`config.mk`:
```
export PLATFORM = sky130hd
export DESIGN_NAME = rtc_values
export DESIGN_NICKNAME = d
export VERILOG_FILES = /design/src/rtc_values_pkg.sv /design/src/rtc_tick_gen.sv /design/src/rtc_calendar_step.sv /design/src/rtc_values.sv
export SDC_FILE = /design/constraint.sdc
export NUM_CORES = 1
export LEC_CHECK = 0
export CAP_MARGIN = 0
export CORE_MARGIN = 4
export CORE_UTILIZATION = 64
export CTS_CLUSTER_DIAMETER = 120
export CTS_CLUSTER_SIZE = 16
export DETAILED_ROUTE_END_ITERATION = 8
export DONT_BUFFER_PORTS = 1
export PLACE_DENSITY = 0.8
export SETUP_SLACK_MARGIN = 0.15
export SYNTH_ARGS = -nofsm -noshare
export SYNTH_HDL_FRONTEND = slang
export SYNTH_SLANG_ARGS = --single-unit
export TNS_END_PERCENT = 50
```
`constraint.sdc`:
```
create_clock -name pclk -period 3.2 [get_ports pclk]
set_input_delay 0.32 -clock pclk [delete_from_list [all_inputs] [get_ports pclk]]
set_output_delay 0.32 -clock pclk [all_outputs]
set_load 0.02 [all_outputs]
```
`src/rtc_values_pkg.sv`:
```
// Shared constants of the counter and calendar value block.
// Assumes a single APB clock that also drives the counting logic.
// Functional notes
// - Zero trim magnitude leaves counting rate unchanged.
// - Trim magnitude 1-127 shifts rate proportionally.
// - Trim sign zero speeds up, one slows.
// - Single layout: 32-bit count at 0x10.
// - Period layout: 16-bit count at 0x10.
// - Value registers write-protected, read/write synchronized.
// - Period layout: 16-bit wrap limit at 0x14.
// - Wrap and match write-protected, write-synchronized.
// - Calendar layout: packed date word at 0x10.
// - Bits 31:26 hold year offset.
// - Year low bits zero means leap year.
// - Bits 25:22 hold month 1 to 12.
// - Bits 21:17 hold day, month-length aware.
// - 24-hour form: hour counts 0 to 23.
// - 12-hour form: 1-12 with afternoon bit.
// - Bits 11:6 hold minutes 0 to 59.
// - Bits 5:0 hold seconds, roll into minutes.
// - Single layout: 32-bit match value at 0x18.
// - Match sets equal flag, optionally zeroes count.
// - Pending bit spans each domain transfer.
package rtc_values_pkg;
  localparam logic [7:0]  ADDR_CTRL         = 8'h00;
  localparam logic [7:0]  ADDR_FLAGS        = 8'h04;
  localparam logic [7:0]  ADDR_STATUS       = 8'h08;
  localparam logic [7:0]  ADDR_TRIM         = 8'h0c;
  localparam logic [7:0]  ADDR_COUNT        = 8'h10;
  localparam logic [7:0]  ADDR_WRAP         = 8'h14;
  localparam logic [7:0]  ADDR_MATCH        = 8'h18;
  localparam logic [1:0]  SINGLE_LAYOUT     = 2'h0;
  localparam logic [1:0]  PERIOD_LAYOUT     = 2'h1;
  localparam logic [1:0]  CALENDAR_LAYOUT   = 2'h2;
  localparam int          CTRL_LAYOUT_LSB   = 0;
  localparam int          CTRL_ENABLE_BIT   = 2;
  localparam int          CTRL_ZERO_EQ_BIT  = 3;
  localparam int          CTRL_TWELVE_BIT   = 4;
  localparam int          CTRL_PROTECT_BIT  = 5;
  localparam logic [7:0]  CTRL_MASK         = 8'h3f;
  localparam int          FLAG_EQUAL_BIT    = 0;
  localparam int          FLAG_OVERFLOW_BIT = 7;
  localparam int          STATUS_PEND_BIT   = 7;
  localparam int          TRIM_SIGN_BIT     = 7;
  localparam int          YEAR_LSB          = 26;
  localparam int          MONTH_LSB         = 22;
  localparam int          DAY_LSB           = 17;
  localparam int          HOUR_LSB          = 12;
  localparam int          MINUTE_LSB        = 6;
  localparam int          SECOND_LSB        = 0;
  localparam logic [5:0]  SIXTY_MAX         = 6'h3b;
  localparam logic [4:0]  HOUR24_MAX        = 5'h17;
  localparam logic [3:0]  HOUR12_MAX        = 4'hc;
  localparam logic [3:0]  HOUR12_LAST_AM    = 4'hb;
  localparam logic [3:0]  MONTH_MAX         = 4'hc;
  localparam logic [5:0]  YEAR_MAX          = 6'h3f;
  localparam logic [31:0] COUNT_RESET       = 32'h00000000;
  localparam int          CLK_PERIOD_NS     = 100;
  localparam int          SYNC_TIME_NS      = 300;
  localparam int          SYNC_CYCLES       = (SYNC_TIME_NS + CLK_PERIOD_NS - 1) / CLK_PERIOD_NS;
  localparam int          TICK_TIME_NS      = 800;
  localparam int          PRESCALE_DIV      = (TICK_TIME_NS + CLK_PERIOD_NS - 1) / CLK_PERIOD_NS;
endpackage

```
`src/rtc_tick_gen.sv`:
```
// Prescaler that makes the counting tick, with signed fractional trim.
// Assumes trim is stable between bus writes and DIV is at least 2.
`timescale 1ns/1ps
module rtc_tick_gen #(
  parameter int DIV = rtc_values_pkg::PRESCALE_DIV
) (
  // Clock and reset
  input  wire logic       pclk,
  input  wire logic       presetn,
  // Trim setting and tick
  input  wire logic [7:0] trim,
  output logic            tick
);
  typedef struct packed {
    logic [7:0] phase;
    logic [6:0] acc;
    logic [7:0] len;
    logic       tick;
  } tick_state_type;
  localparam logic [7:0] DIV_B = 8'(DIV);
  tick_state_type s_q;
  tick_state_type s_d;
  logic [7:0]     sum;

  // The trim magnitude accumulates each tick; a carry stretches or shrinks one period.
  always_comb begin
    s_d = s_q;
    sum = {1'b0, s_q.acc} + {1'b0, trim[6:0]};
    s_d.tick = 1'b0;
    if (s_q.phase == 8'h00) begin
      s_d.tick = 1'b1;
      s_d.acc = sum[6:0];
      if (sum[7]) begin
        s_d.len = trim[rtc_values_pkg::TRIM_SIGN_BIT] ? DIV_B + 8'h01 : DIV_B - 8'h01;
      end else begin
        s_d.len = DIV_B;
      end
      s_d.phase = s_d.len - 8'h01;
    end else begin
      s_d.phase = s_q.phase - 8'h01;
    end
  end

  always_ff @(posedge pclk or negedge presetn) begin
    if (!presetn) begin
      s_q <= '0;
    end else begin
      s_q <= s_d;
    end
  end

  assign tick = s_q.tick;
endmodule

```
`src/rtc_calendar_step.sv`:
```
// Combinational one-second step of the packed calendar word.
// Assumes the current word holds legal field values.
`timescale 1ns/1ps
module rtc_calendar_step (
  // Current word and format
  input  wire logic [31:0] cur,
  input  wire logic        twelve,
  // Next word
  output logic [31:0]      nxt,
  output logic             year_wrap
);
  logic [5:0] yr;
  logic [3:0] mo;
  logic [4:0] dy;
  logic [4:0] hr;
  logic [5:0] mi;
  logic [5:0] se;
  logic [4:0] last_day;
  logic       day_carry;

  always_comb begin
    yr = cur[rtc_values_pkg::YEAR_LSB +: 6];
    mo = cur[rtc_values_pkg::MONTH_LSB +: 4];
    dy = cur[rtc_values_pkg::DAY_LSB +: 5];
    hr = cur[rtc_values_pkg::HOUR_LSB +: 5];
    mi = cur[rtc_values_pkg::MINUTE_LSB +: 6];
    se = cur[rtc_values_pkg::SECOND_LSB +: 6];
    day_carry = 1'b0;
    year_wrap = 1'b0;
    case (mo)
      4'h2:                last_day = (yr[1:0] == 2'h0) ? 5'h1d : 5'h1c;
      4'h4, 4'h6, 4'h9, 4'hb: last_day = 5'h1e;
      default:             last_day = 5'h1f;
    endcase
    if (se != rtc_values_pkg::SIXTY_MAX) begin
      se = se + 6'h01;
    end else begin
      se = 6'h00;
      if (mi != rtc_values_pkg::SIXTY_MAX) begin
        mi = mi + 6'h01;
      end else begin
        mi = 6'h00;
        if (!twelve) begin
          if (hr >= rtc_values_pkg::HOUR24_MAX) begin
            hr = 5'h00;
            day_carry = 1'b1;
          end else begin
            hr = hr + 5'h01;
          end
        end else if (hr[3:0] == rtc_values_pkg::HOUR12_LAST_AM) begin
          day_carry = hr[4];
          hr = {~hr[4], rtc_values_pkg::HOUR12_MAX};
        end else if (hr[3:0] >= rtc_values_pkg::HOUR12_MAX) begin
          hr = {hr[4], 4'h1};
        end else begin
          hr = hr + 5'h01;
        end
      end
    end
    if (day_carry) begin
      if (dy < last_day) begin
        dy = dy + 5'h01;
      end else begin
        dy = 5'h01;
        if (mo < rtc_values_pkg::MONTH_MAX) begin
          mo = mo + 4'h1;
        end else begin
          mo = 4'h1;
          year_wrap = (yr == rtc_values_pkg::YEAR_MAX);
          yr = yr + 6'h01;
        end
      end
    end
    nxt = {yr, mo, dy, hr, mi, se};
  end
endmodule

```
`src/rtc_values.sv`:
```
// Counter, period and calendar value registers behind an APB slave.
// Assumes an APB master with 32-bit data and a free-running pclk.
`timescale 1ns/1ps
module rtc_values #(
  parameter int SYNC_CYCLES  = rtc_values_pkg::SYNC_CYCLES,
  parameter int PRESCALE_DIV = rtc_values_pkg::PRESCALE_DIV
) (
  // Clock and reset
  input  wire logic        pclk,
  input  wire logic        presetn,
  // APB request
  input  wire logic        psel,
  input  wire logic        penable,
  input  wire logic        pwrite,
  input  wire logic [7:0]  paddr,
  input  wire logic [31:0] pwdata,
  // APB answer
  output logic [31:0]      prdata,
  output logic             pready,
  output logic             pslverr
);
  typedef enum logic {
    sync_idle,
    sync_busy
  } sync_state_type;

  typedef struct packed {
    logic [7:0]     ctrl;
    logic [7:0]     trim;
    logic [31:0]    count;
    logic [31:0]    count_copy;
    logic [15:0]    wrap;
    logic [31:0]    match;
    logic [7:0]     flags;
    sync_state_type sync;
    logic [3:0]     sync_cnt;
    logic [7:0]     hold_addr;
    logic [31:0]    hold_data;
    logic           pready;
    logic           pslverr;
    logic [31:0]    prdata;
  } state_type;

  localparam logic [3:0] SYNC_LAST = 4'(SYNC_CYCLES - 1);

  state_type   s_q;
  state_type   s_d;
  logic        tick;
  logic [31:0] cal_next;
  logic        cal_wrap;
  logic        access;
  logic        value_addr;
  logic        mapped;
  logic        accepted;
  logic        count_applied;
  logic        counting;
  logic [1:0]  layout;
  logic [7:0]  flag_clr;
  logic [7:0]  flag_set;
  logic [31:0] rd;

  rtc_tick_gen #(
    .DIV (PRESCALE_DIV)
  ) rtc_tick_gen_i (
    .pclk    (pclk),
    .presetn (presetn),
    .trim    (s_q.trim),
    .tick    (tick)
  );

  rtc_calendar_step rtc_calendar_step_i (
    .cur       (s_q.count),
    .twelve    (s_q.ctrl[rtc_values_pkg::CTRL_TWELVE_BIT]),
    .nxt       (cal_next),
    .year_wrap (cal_wrap)
  );

  always_comb begin
    s_d = s_q;
    layout = s_q.ctrl[rtc_values_pkg::CTRL_LAYOUT_LSB +: 2];
    access = psel && penable && !s_q.pready;
    value_addr = (paddr == rtc_values_pkg::ADDR_TRIM) || (paddr == rtc_values_pkg::ADDR_COUNT) ||
                 (paddr == rtc_values_pkg::ADDR_WRAP) || (paddr == rtc_values_pkg::ADDR_MATCH);
    mapped = value_addr || (paddr == rtc_values_pkg::ADDR_CTRL) ||
             (paddr == rtc_values_pkg::ADDR_FLAGS) || (paddr == rtc_values_pkg::ADDR_STATUS);
    accepted = access && pwrite && value_addr && !s_q.ctrl[rtc_values_pkg::CTRL_PROTECT_BIT] &&
               (s_q.sync == sync_idle);
    count_applied = 1'b0;
    flag_clr = 8'h00;
    flag_set = 8'h00;
    rd = 32'h00000000;
    s_d.pready = access;
    s_d.pslverr = access && !mapped;
    // The read copy lags the live count by one cycle, so reads never see a half-updated word.
    s_d.count_copy = s_q.count;

    case (paddr)
      rtc_values_pkg::ADDR_CTRL:   rd[7:0] = s_q.ctrl;
      rtc_values_pkg::ADDR_FLAGS:  rd[7:0] = s_q.flags;
      rtc_values_pkg::ADDR_STATUS: rd[rtc_values_pkg::STATUS_PEND_BIT] = (s_q.sync == sync_busy);
      rtc_values_pkg::ADDR_TRIM:   rd[7:0] = s_q.trim;
      rtc_values_pkg::ADDR_COUNT: begin
        if (layout == rtc_values_pkg::PERIOD_LAYOUT) begin
          rd[15:0] = s_q.count_copy[15:0];
        end else begin
          rd = s_q.count_copy;
        end
      end
      rtc_values_pkg::ADDR_WRAP:   rd[15:0] = s_q.wrap;
      rtc_values_pkg::ADDR_MATCH:  rd = s_q.match;
      default:                     rd = 32'h00000000;
    endcase
    if (access && !pwrite) begin
      s_d.prdata = rd;
    end

    if (access && pwrite) begin
      if (paddr == rtc_values_pkg::ADDR_CTRL) begin
        s_d.ctrl = pwdata[7:0] & rtc_values_pkg::CTRL_MASK;
      end
      if (paddr == rtc_values_pkg::ADDR_FLAGS) begin
        flag_clr = pwdata[7:0];
      end
    end
    if (accepted) begin
      s_d.hold_addr = paddr;
      s_d.hold_data = pwdata;
      s_d.sync = sync_busy;
      s_d.sync_cnt = 4'h0;
    end

    // A staged value lands in the counting logic once the transfer delay has run out.
    if (s_q.sync == sync_busy) begin
      if (s_q.sync_cnt == SYNC_LAST) begin
        s_d.sync = sync_idle;
        unique case (s_q.hold_addr)
          rtc_values_pkg::ADDR_TRIM:  s_d.trim = s_q.hold_data[7:0];
          rtc_values_pkg::ADDR_WRAP:  s_d.wrap = s_q.hold_data[15:0];
          rtc_values_pkg::ADDR_MATCH: s_d.match = s_q.hold_data;
          rtc_values_pkg::ADDR_COUNT: begin
            count_applied = 1'b1;
            if (layout == rtc_values_pkg::PERIOD_LAYOUT) begin
              s_d.count = {16'h0000, s_q.hold_data[15:0]};
            end else begin
              s_d.count = s_q.hold_data;
            end
          end
          default: s_d.sync = sync_idle;
        endcase
      end else begin
        s_d.sync_cnt = s_q.sync_cnt + 4'h1;
      end
    end

    counting = tick && s_q.ctrl[rtc_values_pkg::CTRL_ENABLE_BIT] && !count_applied;
    if (counting) begin
      case (layout)
        rtc_values_pkg::SINGLE_LAYOUT: begin
          if (s_q.count == s_q.match) begin
            flag_set[rtc_values_pkg::FLAG_EQUAL_BIT] = 1'b1;
          end
          if (s_q.count == s_q.match && s_q.ctrl[rtc_values_pkg::CTRL_ZERO_EQ_BIT]) begin
            s_d.count = rtc_values_pkg::COUNT_RESET;
          end else begin
            s_d.count = s_q.count + 32'h00000001;
            flag_set[rtc_values_pkg::FLAG_OVERFLOW_BIT] = (s_q.count == 32'hffffffff);
          end
        end
        rtc_values_pkg::PERIOD_LAYOUT: begin
          if (s_q.count[15:0] == s_q.wrap) begin
            s_d.count = rtc_values_pkg::COUNT_RESET;
            flag_set[rtc_values_pkg::FLAG_OVERFLOW_BIT] = 1'b1;
          end else begin
            s_d.count = {16'h0000, s_q.count[15:0] + 16'h0001};
          end
        end
        rtc_values_pkg::CALENDAR_LAYOUT: begin
          s_d.count = cal_next;
          flag_set[rtc_values_pkg::FLAG_OVERFLOW_BIT] = cal_wrap;
        end
        default: s_d.count = s_q.count;
      endcase
    end
    // A flag raised in the cycle software clears it stays raised.
    s_d.flags = (s_q.flags & ~flag_clr) | flag_set;
  end

  always_ff @(posedge pclk or negedge presetn) begin
    if (!presetn) begin
      s_q <= '0;
    end else begin
      s_q <= s_d;
    end
  end

  assign prdata  = s_q.prdata;
  assign pready  = s_q.pready;
  assign pslverr = s_q.pslverr;
endmodule

```
# Word-level counts from Yosys, hierarchy flattened
# Index checks and enable logic that the tools add are counted.
# classes
addsub	12
order_cmp	4
n_eq_ne	32
n_mux	61
bitwise	5
reduce_logical	41
# op_table
op	n
$mux 32	6
$pmux 32 s3	1
$eq 8x5->1 const B	6
$mux 45	1
$mux 5	9
$pmux 7 s6	1
$mux 8	5
$mux 6	6
$add 32x1->32 const B	1
$eq 32x32->1	1
$eq 32x32->1 const B	1
$mux 16	2
$pmux 16 s2	1
$eq 8x4->1 const B	3
$pmux 8 s3	1
$mux 1	20
$mux 4	5
$add 6x1->6 const B	3
$add 16x1->16 const B	1
$eq 16x16->1	1
$logic_not 8->1	2
$sub 8x1->8 const B	2
$reduce_and 7->1	2
$eq 4x4->1 const B	3
36 further kinds	71
# word_totals
reg_bits	229
in_bits	45
output_inout_bits	34
wordCells	178

# Depth between registers and ports, before layout
# Gate-level depths: netlist of run 1.
# depth
ltp_word	10
depth_mapped	12
depth_no_buf	12

# Hierarchy
# From an unflattened synthesis of run 1, not the netlist that was laid out.
# hier_totals
hier_cells	1277
hier_area_um2	12620.9
# modules_own_cells
mod	n_inst	cells_each	area_per_inst_um2	seq_area_each_um2
rtc_values	1	1024	10603.9	5330.1
rtc_calendar_step	1	161	1096.1	0.0
rtc_tick_gen	1	92	920.9	400.4

# Worst setup path before layout of run 1
# OpenSTA, ideal clock, no wires.
# synth_path
path_type	input to register
from	in paddr[1]
to	reg s_q[70] in the netlist's numbering
setup_time_ns	0.128
arrival_time_ns	2.591
required_ns	3.072
slack_ns	0.481
cell_stages	8
path_buffers	2
path_cell_list	or4_1 > or2_1 > buf_2 > nor3_4 > nor3_2 > nor4_4 > buf_4 > mux2_1
# synth_via
elab_chain_len	7
elab_cells_between_ends	10
cone_classes	eq/ne (4); reduce/logical (6)
# synth_lines
element	line_no	text
from (decl)	rtc_values.sv:15	input wire logic [7:0] paddr,
$eq 8x4->1 / $eq 8x5->1 (equally long branches)	rtc_values.sv:82	value_addr = (paddr == rtc_values_pkg::ADDR_TRIM) || (paddr == rtc_values_pkg::ADDR_COUNT) ||
$logic_or 1x1->1 (2 in series)	rtc_values.sv:82	
$logic_or 1x1->1 *	rtc_values.sv:83	(paddr == rtc_values_pkg::ADDR_WRAP) || (paddr == rtc_values_pkg::ADDR_MATCH);
$logic_and 1x1->1 * (3 in series)	rtc_values.sv:86	accepted = access && pwrite && value_addr && !s_q.ctrl[rtc_values_pkg::CTRL_PROTECT_BIT] &&
to (signal assigned)	rtc_values.sv:190	s_q <= '0;
to (signal assigned)	rtc_values.sv:192	s_q <= s_d;
to (decl)	rtc_values.sv:46	state_type s_q;
# Every way passes the cells marked *; elsewhere a longest branch is shown, timed or not.
# A chain may end at the register's enable or synchronous reset.

# Worst setup path in the final report of run 1
# layout_path
from	reg s_q (netlist bit s_d[157])
to	reg s_q (netlist bit s_d[156])
# layout_via
elab_chain_len	8
elab_cells_between_ends	15
cone_classes	order compare (1); eq/ne (6); mux (6); reduce/logical (2)
# layout_lines
element	line_no	text
$eq 4x3->1 / $eq 4x4->1 (equally long branches)	rtc_calendar_step.sv:30	case (mo)
$reduce_or 4->1	rtc_calendar_step.sv:30	
$pmux 5 s2	rtc_calendar_step.sv:30	
$lt 5x5->1	rtc_calendar_step.sv:61	if (dy < last_day) begin
$mux 5	rtc_calendar_step.sv:61	
$mux 5	rtc_calendar_step.sv:60	if (day_carry) begin
$pmux 32 s3 *	rtc_values.sv:157	case (layout)
$mux 32 *	rtc_values.sv:156	if (counting) begin
# Every way passes the cells marked *; elsewhere a longest branch is shown, timed or not. The select of a mux whose other input is x is not followed.

==> results of run 1 <==
## per-stage QoR
stage               utilization  power (W)  worst slack, ns  area, µm²  hold WS, ns
finish                    0.709    0.00546            0.247      12900       -0.486
detailed placement        0.663    0.00346            0.261      12000       0.0302
CTS                       0.709    0.00549            0.240      12900       -0.496
global placement          0.663    0.00345            0.321      12000       0.0297
global route              0.709    0.00567            0.116      12900       -0.507
floorplan                     -    0.00350            0.481      11900       0.0244
## Yosys cell counts, types with 4 or more instances
cell         n  area share
o211ai_1     8      0.0050
mux2_2      75       0.071
or3_1        5      0.0026
a21o_1      11      0.0069
dfrtp_1    229        0.48
and2_1       6      0.0032
a21boi_0     9      0.0057
a22oi_1     33       0.021
a21oi_1     68       0.029
o22ai_1     10      0.0053
o21a_1       4      0.0025
a22o_1       4      0.0029
nor2_1      75       0.024
a211oi_1     7      0.0044
buf_1        5      0.0016
o21ai_0     39       0.016
nor3b_1      4      0.0025
nor4_1       8      0.0042
nand4_1     31       0.016
nand2_1     78       0.025
nor3_1      11      0.0046
xor2_1       7      0.0051
and4_1       5      0.0037
buf_4       33       0.021
o2111ai_1    4      0.0029
nand3_1     23      0.0097
nand2b_1     7      0.0037
clkbuf_1    57       0.018
or2_2        8      0.0042
ha_1        25       0.026
buf_2        5      0.0021
xnor2_1     57       0.042
or4_1        6      0.0038
a221oi_1     6      0.0044
a222oi_1     7      0.0059
inv_1       27      0.0085
and3_1       9      0.0047
nor2b_1     17      0.0089
o31ai_1      4      0.0025
a31oi_1     19       0.010
mux2_1      32       0.030
## logic make-up (layout without fill, tap and decap cells)
logic type | Yosys count | after routing | share of synthesized area
AO/OA/AOI/OAI | 268 | 268 | 0.151
XOR/XNOR | 64 | 64 | 0.0471
adder cells (fa/ha/maj) | 26 | 26 | 0.0280
buffers and inverters | 130 | 126 | 0.0538
flip-flops | 229 | 229 | 0.481
multiplexers | 108 | 108 | 0.102
AND/OR/NAND/NOR | 311 | 311 | 0.137
## worst paths after layout
kind | to | slack (ns)
max in group asynchronous | s_q[46] | 3.44
worst max-delay path | s_d[156] | 0.25
worst max register to register | s_d[156] | 0.25
worst min-delay path | rtc_tick_gen_i.s_q[13] | -0.49
min in group pclk | s_q[86] | 0.05
worst min register to register | rtc_tick_gen_i.s_q[22] | 0.46
## state kept, by name, indices dropped and copies added, names as in the netlist
signal               flops
rtc_tick_gen_i.s_q      15
s_d                     32
prdata                  32
s_q                    145
layout                   2
rtc_tick_gen_i.tick      1
pready                   1
pslverr                  1
## layer usage
| metal | wire length [µm] | share of wire |
|---|---|---|
| met5 | 0 | 0 |
| met4 | 913 | 0.029 |
| met3 | 2960 | 0.094 |
| met2 | 14100 | 0.45 |
| met1 | 13400 | 0.43 |
## timing repair
action,in CTS,in global routing
gates resized for setup,0,1
hold endpoints to repair,277,229
setup buffers,0,0
setup endpoints to repair,0,4
## area by class of cell
class | count | area share
multi-input combinational | 777 | 0.432
clock inverter | 2 | 0.00253
sequential | 229 | 0.445
tap | 229 | 0.0223
timing repair buffer | 79 | 0.0548
clock buffer | 18 | 0.0350
inverter | 27 | 0.00788
## power groups by stage
stage	clock network, W	logic, W	registers (W)
after floorplan	0	0.000389	0.00311
after global placement	0	0.000201	0.00325
after detailed placement	0	0.000208	0.00325
after CTS	0.00205	0.000249	0.00320
after global routing	0.00218	0.000282	0.00321
final	0.00201	0.000253	0.00320
==> impl_metrics.tcl, run 1 <==
set metrics [dict create \
    place_inst 1306 \
    mostFrequentLayoutCell "dfrtp_1" \
    die_w_um 144 \
    wl_per_cell_um 23.1 \
    grt_max_degree 230 \
    final_cell_mix "dfrtp_1, nand2_1, mux2_2, nor2_1, a21oi_1" \
    status "complete, but fails checks" \
    min_period_over_period 0.923 \
    hold_ws_ns -0.486 \
    timing_hold_violations_final 229 \
    ys_warn_count 0 \
    power_frac_comb 0.046 \
    required_ns 3.58 \
    core_mm2 0.0181 \
    grt_pass1_vias 9012 \
    cts_buffers 18 \
    busiest_layer "met2" \
    die-height_um 144 \
    cpPeakStageDelay_ns 0.49 \
    ant_nets 0 \
    drt-total-wl_um 31400 \
    root_buffer "clkbuf_16" \
    die-area_mm2 0.0209 \
    worst-setup-path-type "register to register" \
    synthFlopType "dfrtp_1" \
    layout_min_cycle_time_ns 2.95 \
    io_pins 79 \
    p_int_w 0.00414 \
    syn_area_per_cell_um2 10.5 \
    r2r_cells 11 \
    reg2reg_from "s_d[157]" \
    grt_use_total 0.304 \
    cp-start-kind "register" \
    p_per_area_mw_per_mm2 424 \
    antenna_cells 0 \
    ys_ff_latch 229 \
    clk_latency_ns 0.50 \
    synth_edf_count 0 \
    rsz0062_at_grt "yes" \
    maxSlewViolCount 0 \
    grt_use_met2 0.466 \
    grt_pass1_wl_um 49800 \
    stdcell_count 1361 \
    port_buffers 0 \
    leakagePower_nw 5.73 \
    crit_chain "inv_1 -> ha_1 -> nor2b_1 -> nor2b_1 -> ha_1 -> a311oi_1 -> a21oi_1 -> nor2_1 -> a21oi_1 -> o31a_1 -> o311ai_0" \
    area_growth_pct 8.05 \
    final_layout_size_suffix_gt1_frac 0.143 \
    place.gp.congestion 1.00 \
    start_util 0.656 \
    first_iter_violations 1216 \
    cp_slowest_cell "dfrtp_1" \
    crit_path_start "s_d[157]" \
    worstSetupEndpointType "register" \
    tightest_slew_ns 0.839 \
    ctsHoldBuffers 35 \
    skew_ns 0.0179 \
    h-tree-depth 1 \
    finalSetupTns_ns 0 \
    max-vdd-ir-drop_uv 444 \
    path_buf_inv 1 \
    p_sw_frac 0.241 \
    use_met1 0.448 \
    syn_nets 1207 \
    fmax_ghz 0.339 \
    clkTransAtPathRegs_ns 0.07 \
    violations "hold timing" \
    grt_use_met3 0.0579 \
    cp.arrival_ns 3.34 \
    power.net_switching_w 0.00131 \
    crit_family "compound AO/OA/AOI/OAI gates" \
    vias 9148 \
    synth_area_mm2 0.0119 \
    power_frac_clock 0.368 \
    postSynth.asyncResetShare 1.00 \
    crit_fanout 8 \
    via_per_inst 6.72 \
    seq_area_mm2 0.00573 \
    worstHoldPathType "input port to asynchronous set/reset pin" \
    tritoncts "yes" \
    multi_input_area_mm2 0.00556 \
    fillers 1301 \
    slew_headroom 0.438 \
    rows 49 \
    setup_viol 0 \
    post-dp-hpwl_um 21300 \
    clockBufferDepth 3 \
    nets 1203 \
    seqPwrFrac 0.586 \
    drtPass1Iterations 6 \
    grt_overflow_total 0 \
    syn_inst 1136 \
    ys_seq_area_frac 0.481 \
    drv_cap 0 \
    ys_types 79 \
    path_depth 11 \
    drc_errors 0 \
    cts.sinks 229 \
    antenna_found_initial 0 \
]
Power figures use the tool's default switching activity.
==> run 2, diff against run 1 <==
--- a/config.mk
+++ b/config.mk
@@ -12,7 +12,7 @@
 export CTS_CLUSTER_SIZE = 16
 export DETAILED_ROUTE_END_ITERATION = 8
 export DONT_BUFFER_PORTS = 1
-export PLACE_DENSITY = 0.8
+export PLACE_DENSITY = 0.79
 export SETUP_SLACK_MARGIN = 0.15
 export SYNTH_ARGS = -nofsm -noshare
 export SYNTH_HDL_FRONTEND = slang
==> run 2 against run 1 <==
The run still ends with hold timing left. Total power grew 0.24%. Combinational power is essentially flat. Via count is essentially flat. Cell count shrank 0.22%. Register-to-register slack gained 0.03 ns. Clock skew grew 0.0043 ns. Sequential share of layout area grew 0.12 points. Flip-flop and latch count is the same. Largest cell class unchanged. Non-clock buffer count shrank 3. Count of clock-buffer cells in the layout is the same.
==> impl_metrics.tcl, run 2 (same netlist as run 1, synthesis figures left out) <==
set metrics [dict create \
    io_pins 79 \
    post-dp-hpwl_um 21400 \
    min_period_over_period 0.914 \
    grt_overflow_total 0 \
    antenna_cells 0 \
    cpPeakStageDelay_ns 0.52 \
    worst-setup-path-type "register to register" \
    root_buffer "clkbuf_16" \
    nets 1200 \
    cp-start-kind "register" \
    largest_reg_flops 145 \
    die_w_um 144 \
    status "complete, but fails checks" \
    drtPass1Iterations 6 \
    violations "hold timing" \
    antenna_found_initial 0 \
    start_util 0.656 \
    vias 9143 \
    crit_chain "ha_1 -> nand4_1 -> nor4_1 -> buf_4 -> nand4_1 -> and3_1 -> a221o_1 -> a221oi_1 -> a21oi_1" \
    worstSetupEndpointType "register" \
    hold_ws_ns -0.500 \
    grt_max_degree 230 \
    cp.arrival_ns 3.32 \
    stdcell_count 1358 \
    die-area_mm2 0.0209 \
    cts_buffers 18 \
    die-height_um 144 \
    leakagePower_nw 5.70 \
    wl_per_cell_um 23.0 \
    required_ns 3.59 \
    power_frac_clock 0.370 \
    grt_use_total 0.306 \
    port_buffers 0 \
    area_growth_pct 7.78 \
    first_iter_violations 1042 \
    power.net_switching_w 0.00133 \
    cp_slowest_cell "dfrtp_1" \
    h-tree-depth 1 \
    top_register "s_q" \
    total_power_w 0.00547 \
    place_inst 1303 \
    p_per_area_mw_per_mm2 426 \
    rrSetupSlack_ns 0.27 \
    mostFrequentLayoutCell "dfrtp_1" \
    clockBufferDepth 3 \
    seqPwrFrac 0.584 \
    place.gp.congestion 0.984 \
    tritoncts "yes" \
    finalSetupTns_ns 0 \
    skew_ns 0.0222 \
    setup_viol 0 \
    clkTransAtPathRegs_ns 0.08 \
    core_mm2 0.0181 \
    rsz0062_at_grt "yes" \
    maxSlewViolCount 0 \
    ant_nets 0 \
    fillers 1321 \
    layout_min_cycle_time_ns 2.93 \
    final_cell_mix "dfrtp_1, nand2_1, mux2_2, nor2_1, a21oi_1" \
    slew_headroom 0.467 \
    via_per_inst 6.73 \
    p_int_w 0.00414 \
    cts.sinks 229 \
    p_sw_frac 0.243 \
    cts_setup_buffers 0 \
    drt-total-wl_um 31300 \
    rows 49 \
    tightest_slew_ns 0.796 \
    crit_fanout 11 \
    worstHoldPathType "input port to asynchronous set/reset pin" \
    power_frac_comb 0.046 \
    grt_pass1_wl_um 49800 \
    drc_errors 0 \
    drv_cap 0 \
    timing_hold_violations_final 229 \
    fmax_ghz 0.342 \
    clk_latency_ns 0.51 \
    r2r_cells 9 \
    grt_pass1_vias 9037 \
    ctsHoldBuffers 35 \
    cp_common_cell "nand4_1" \
    max-vdd-ir-drop_uv 428 \
    final_layout_size_suffix_gt1_frac 0.143 \
]
-- run 2: changes by cell type in the layout (fill, tap and decap cells not counted), sizes merged --
cell | before | now
buf | 44 | 41
-- run 2: final timing paths --
| check | from | end |
|---|---|---|
| max reg2reg | s_d[148] | s_d[165] |
| min in group pclk | paddr[2] | prdata[7] |
| min reg2reg | rtc_tick_gen_i.s_q[21] | rtc_tick_gen_i.s_q[21] |
| max in group asynchronous | presetn | s_d[154] |
| max | s_d[148] | s_d[165] |
| min | presetn | rtc_tick_gen_i.s_q[23] |
-- run 2: final cells by class --
type                    instances  area, µm²  share of cell area
clock buffers                  18        450              0.0351
clock inverters                 2       32.5             0.00253
inverters                      27        101             0.00790
multi-input cells             777       5560               0.433
flip-flops and latches        229       5730               0.447
well taps                     229        287              0.0223
repair buffers                 76        671              0.0523
-- run 2: per-layer routing --
layer / wire length, µm / up-vias / global-route usage
li1: - / 4089 / -
met1: 12900 / 4483 / 0.430
met2: 13900 / 484 / 0.461
met3: 3170 / 87 / 0.0774
met4: 1280 / 0 / 0.117
met5: 0 / - / 0
-- run 2: critical path: cells and delay by family, from the launching register on --
kind,cells,cell delay [ns]
buf+inv,1,0.19
compound gates,3,0.65
flops,1,0.52
fa+ha+maj,1,0.45
simple gates,4,1.02
-- run 2: per-stage QoR --
step / hold WS, ns / worst slack [ns] / util / instance area [µm²]
3_3_place_gp: 0.0304 / 0.306 / 0.661 / 12000
2_1_floorplan: 0.0244 / 0.481 / - / 11900
5_1_grt: -0.516 / 0.114 / 0.707 / 12800
3_5_place_dp: 0.0309 / 0.283 / 0.661 / 12000
6_report: -0.500 / 0.275 / 0.707 / 12800
4_1_cts: -0.505 / 0.261 / 0.707 / 12800
-- run 2: power groups by stage --
stage	Sequential (W)	Combinational, W	Clock, W
after floorplan	0.00311	0.000389	0
after global placement	0.00325	0.000200	0
after detailed placement	0.00325	0.000209	0
after CTS	0.00319	0.000249	0.00205
after global routing	0.00321	0.000285	0.00217
final	0.00319	0.000252	0.00203
-- run 2: timing repair --
item | in CTS | in global routing
resized for setup | 0 | 4
setup endpoints to repair | 0 | 9
endpoints found under the hold margin | 277 | 229
==> run 3, diff against run 2 <==
--- a/config.mk
+++ b/config.mk
@@ -12,6 +12,7 @@
 export CTS_CLUSTER_SIZE = 16
 export DETAILED_ROUTE_END_ITERATION = 8
 export DONT_BUFFER_PORTS = 1
+export MAX_ROUTING_LAYER = met4
 export PLACE_DENSITY = 0.79
 export SETUP_SLACK_MARGIN = 0.15
 export SYNTH_ARGS = -nofsm -noshare
==> run 3 against run 2 <==
The run still ends with hold timing left. Routed wire length about the same. First-iteration DRC count increased by 10%. Design area increased by 0.29%. Die area unchanged. Sequential share of layout area decreased by 0.12 points. Clock power about the same. Cell count unchanged. Critical path depth decreased by 1. Via count about the same. Worst hold slack improved by 0.016 ns. Critical endpoint is now s_d[140]. Largest power group unchanged.
==> impl_metrics.tcl, run 3 (same netlist as run 1, synthesis figures left out) <==
set metrics [dict create \
    final_cell_mix "dfrtp_1, nand2_1, mux2_2, nor2_1, a21oi_1" \
    crit_fanout 10 \
    hold_ws_ns -0.484 \
    crit_chain "buf_4 -> xnor2_1 -> nand4_1 -> nor4_1 -> nand3_1 -> o22a_1 -> a31o_2 -> a221o_1" \
    place.gp.congestion 1.00 \
    skew_ns 0.0161 \
    fmax_ghz 0.345 \
    fillers 1309 \
    mostFrequentLayoutCell "dfrtp_1" \
    area_growth_pct 8.09 \
    rows 49 \
    crit_family "simple AND/OR/NAND/NOR gates" \
    port_buffers 0 \
    rrSetupSlack_ns 0.30 \
    first_iter_violations 1151 \
    cts.sinks 229 \
    drtPass1Iterations 6 \
    tightest_slew_ns 0.785 \
    worstHoldPathType "input port to asynchronous set/reset pin" \
    drt-total-wl_um 31300 \
    max-vdd-ir-drop_uv 316 \
    status "complete, but fails checks" \
    grt_overflow_total 0 \
    ant_nets 0 \
    tritoncts "yes" \
    dp_slack_ns 0.280 \
    maxSlewViolCount 0 \
    seq_area_mm2 0.00573 \
    top_register "s_q" \
    start_util 0.656 \
    drc_errors 0 \
    violations "hold timing" \
    multi_input_area_mm2 0.00559 \
    antenna_found_initial 0 \
    via_per_inst 6.73 \
    cts_setup_buffers 0 \
    grt_pass1_vias 8901 \
    die-area_mm2 0.0209 \
    ctsHoldBuffers 35 \
    p_sw_frac 0.240 \
    setup_viol 0 \
    die_w_um 144 \
    worst-setup-path-type "register to register" \
    leakagePower_nw 5.72 \
    min_period_over_period 0.907 \
    grt_use_total 0.313 \
    cp.arrival_ns 3.28 \
    grt_pass1_wl_um 49800 \
    post-dp-hpwl_um 21300 \
    slew_headroom 0.475 \
    rsz0062_at_grt "yes" \
    power.net_switching_w 0.00132 \
    vias 9140 \
    p_per_area_mw_per_mm2 428 \
    final_layout_size_suffix_gt1_frac 0.149 \
    worstSetupEndpointType "register" \
    cts_buffers 18 \
    layout_min_cycle_time_ns 2.90 \
    nets 1200 \
    cp_slowest_cell "nor4_1" \
    cp-start-kind "register" \
    largest_reg_flops 145 \
    cpPeakStageDelay_ns 0.52 \
    h-tree-depth 1 \
    grt_max_degree 230 \
    required_ns 3.58 \
    finalSetupTns_ns 0 \
    die-height_um 144 \
    wl_per_cell_um 23.1 \
    path_buf_inv 1 \
    clockBufferDepth 3 \
    io_pins 79 \
    p_int_w 0.00418 \
    power_frac_clock 0.374 \
    antenna_cells 0 \
    seqPwrFrac 0.580 \
    power_frac_comb 0.045 \
    root_buffer "clkbuf_16" \
    clkTransAtPathRegs_ns 0.07 \
    core_mm2 0.0181 \
    timing_hold_violations_final 229 \
    drv_cap 0 \
    final.setup.worst_slack_ns 0.298 \
    clk_latency_ns 0.50 \
]
[run 3: power groups by stage]
stage | clock network, W | registers, W | logic [W]
floorplan | 0 | 0.00311 | 0.000389
global placement | 0 | 0.00325 | 0.000199
detailed placement | 0 | 0.00325 | 0.000205
CTS | 0.00209 | 0.00319 | 0.000247
global route | 0.00221 | 0.00321 | 0.000281
finish | 0.00206 | 0.00319 | 0.000250
[run 3: final cells by class]
cell class,instances,share of cell area
clock buffers,19,0.0369
clock inverters,1,0.00126
inverters,27,0.00787
multi-input cells,777,0.434
flip-flops and latches,229,0.445
well taps,229,0.0223
repair buffers,76,0.0521
[run 3: per-stage QoR]
step                      cells  area (µm²)  utilization  total power (W)  hold slack (ns)
after floorplan            1136       11900            -          0.00350           0.0244
after global placement     1303       12000        0.661          0.00344           0.0309
after detailed placement   1303       12000        0.661          0.00346           0.0301
after CTS                  1358       12800        0.707          0.00553           -0.495
after global routing       1358       12900        0.709          0.00570           -0.506
final                      1358       12900        0.709          0.00550           -0.484
[run 3: worst paths after layout]
kind,start,end,depth (start not counted)
setup reg to reg,s_d[145],s_d[140],8
min in group pclk,paddr[3],pslverr,2
hold / removal,presetn,rtc_tick_gen_i.s_q[23],0
hold reg to reg,rtc_tick_gen_i.s_q[22],rtc_tick_gen_i.s_q[22],1
max in group asynchronous,presetn,s_d[141],0
setup / recovery,s_d[145],s_d[140],8
[run 3: per-layer routing]
| metal | track usage | up-vias | routed length (µm) |
|---|---|---|---|
| li1 | - | 4085 | - |
| met1 | 0.443 | 4516 | 13600 |
| met2 | 0.456 | 465 | 13900 |
| met3 | 0.0774 | 74 | 2950 |
| met4 | 0.0849 | 0 | 911 |
| met5 | - | - | 0 |
[run 3: what timing repair did]
action / CTS / global route
resized for setup: 0 / 11
endpoints found under the hold margin: 276 / 229
endpoints found under the setup margin: 0 / 10
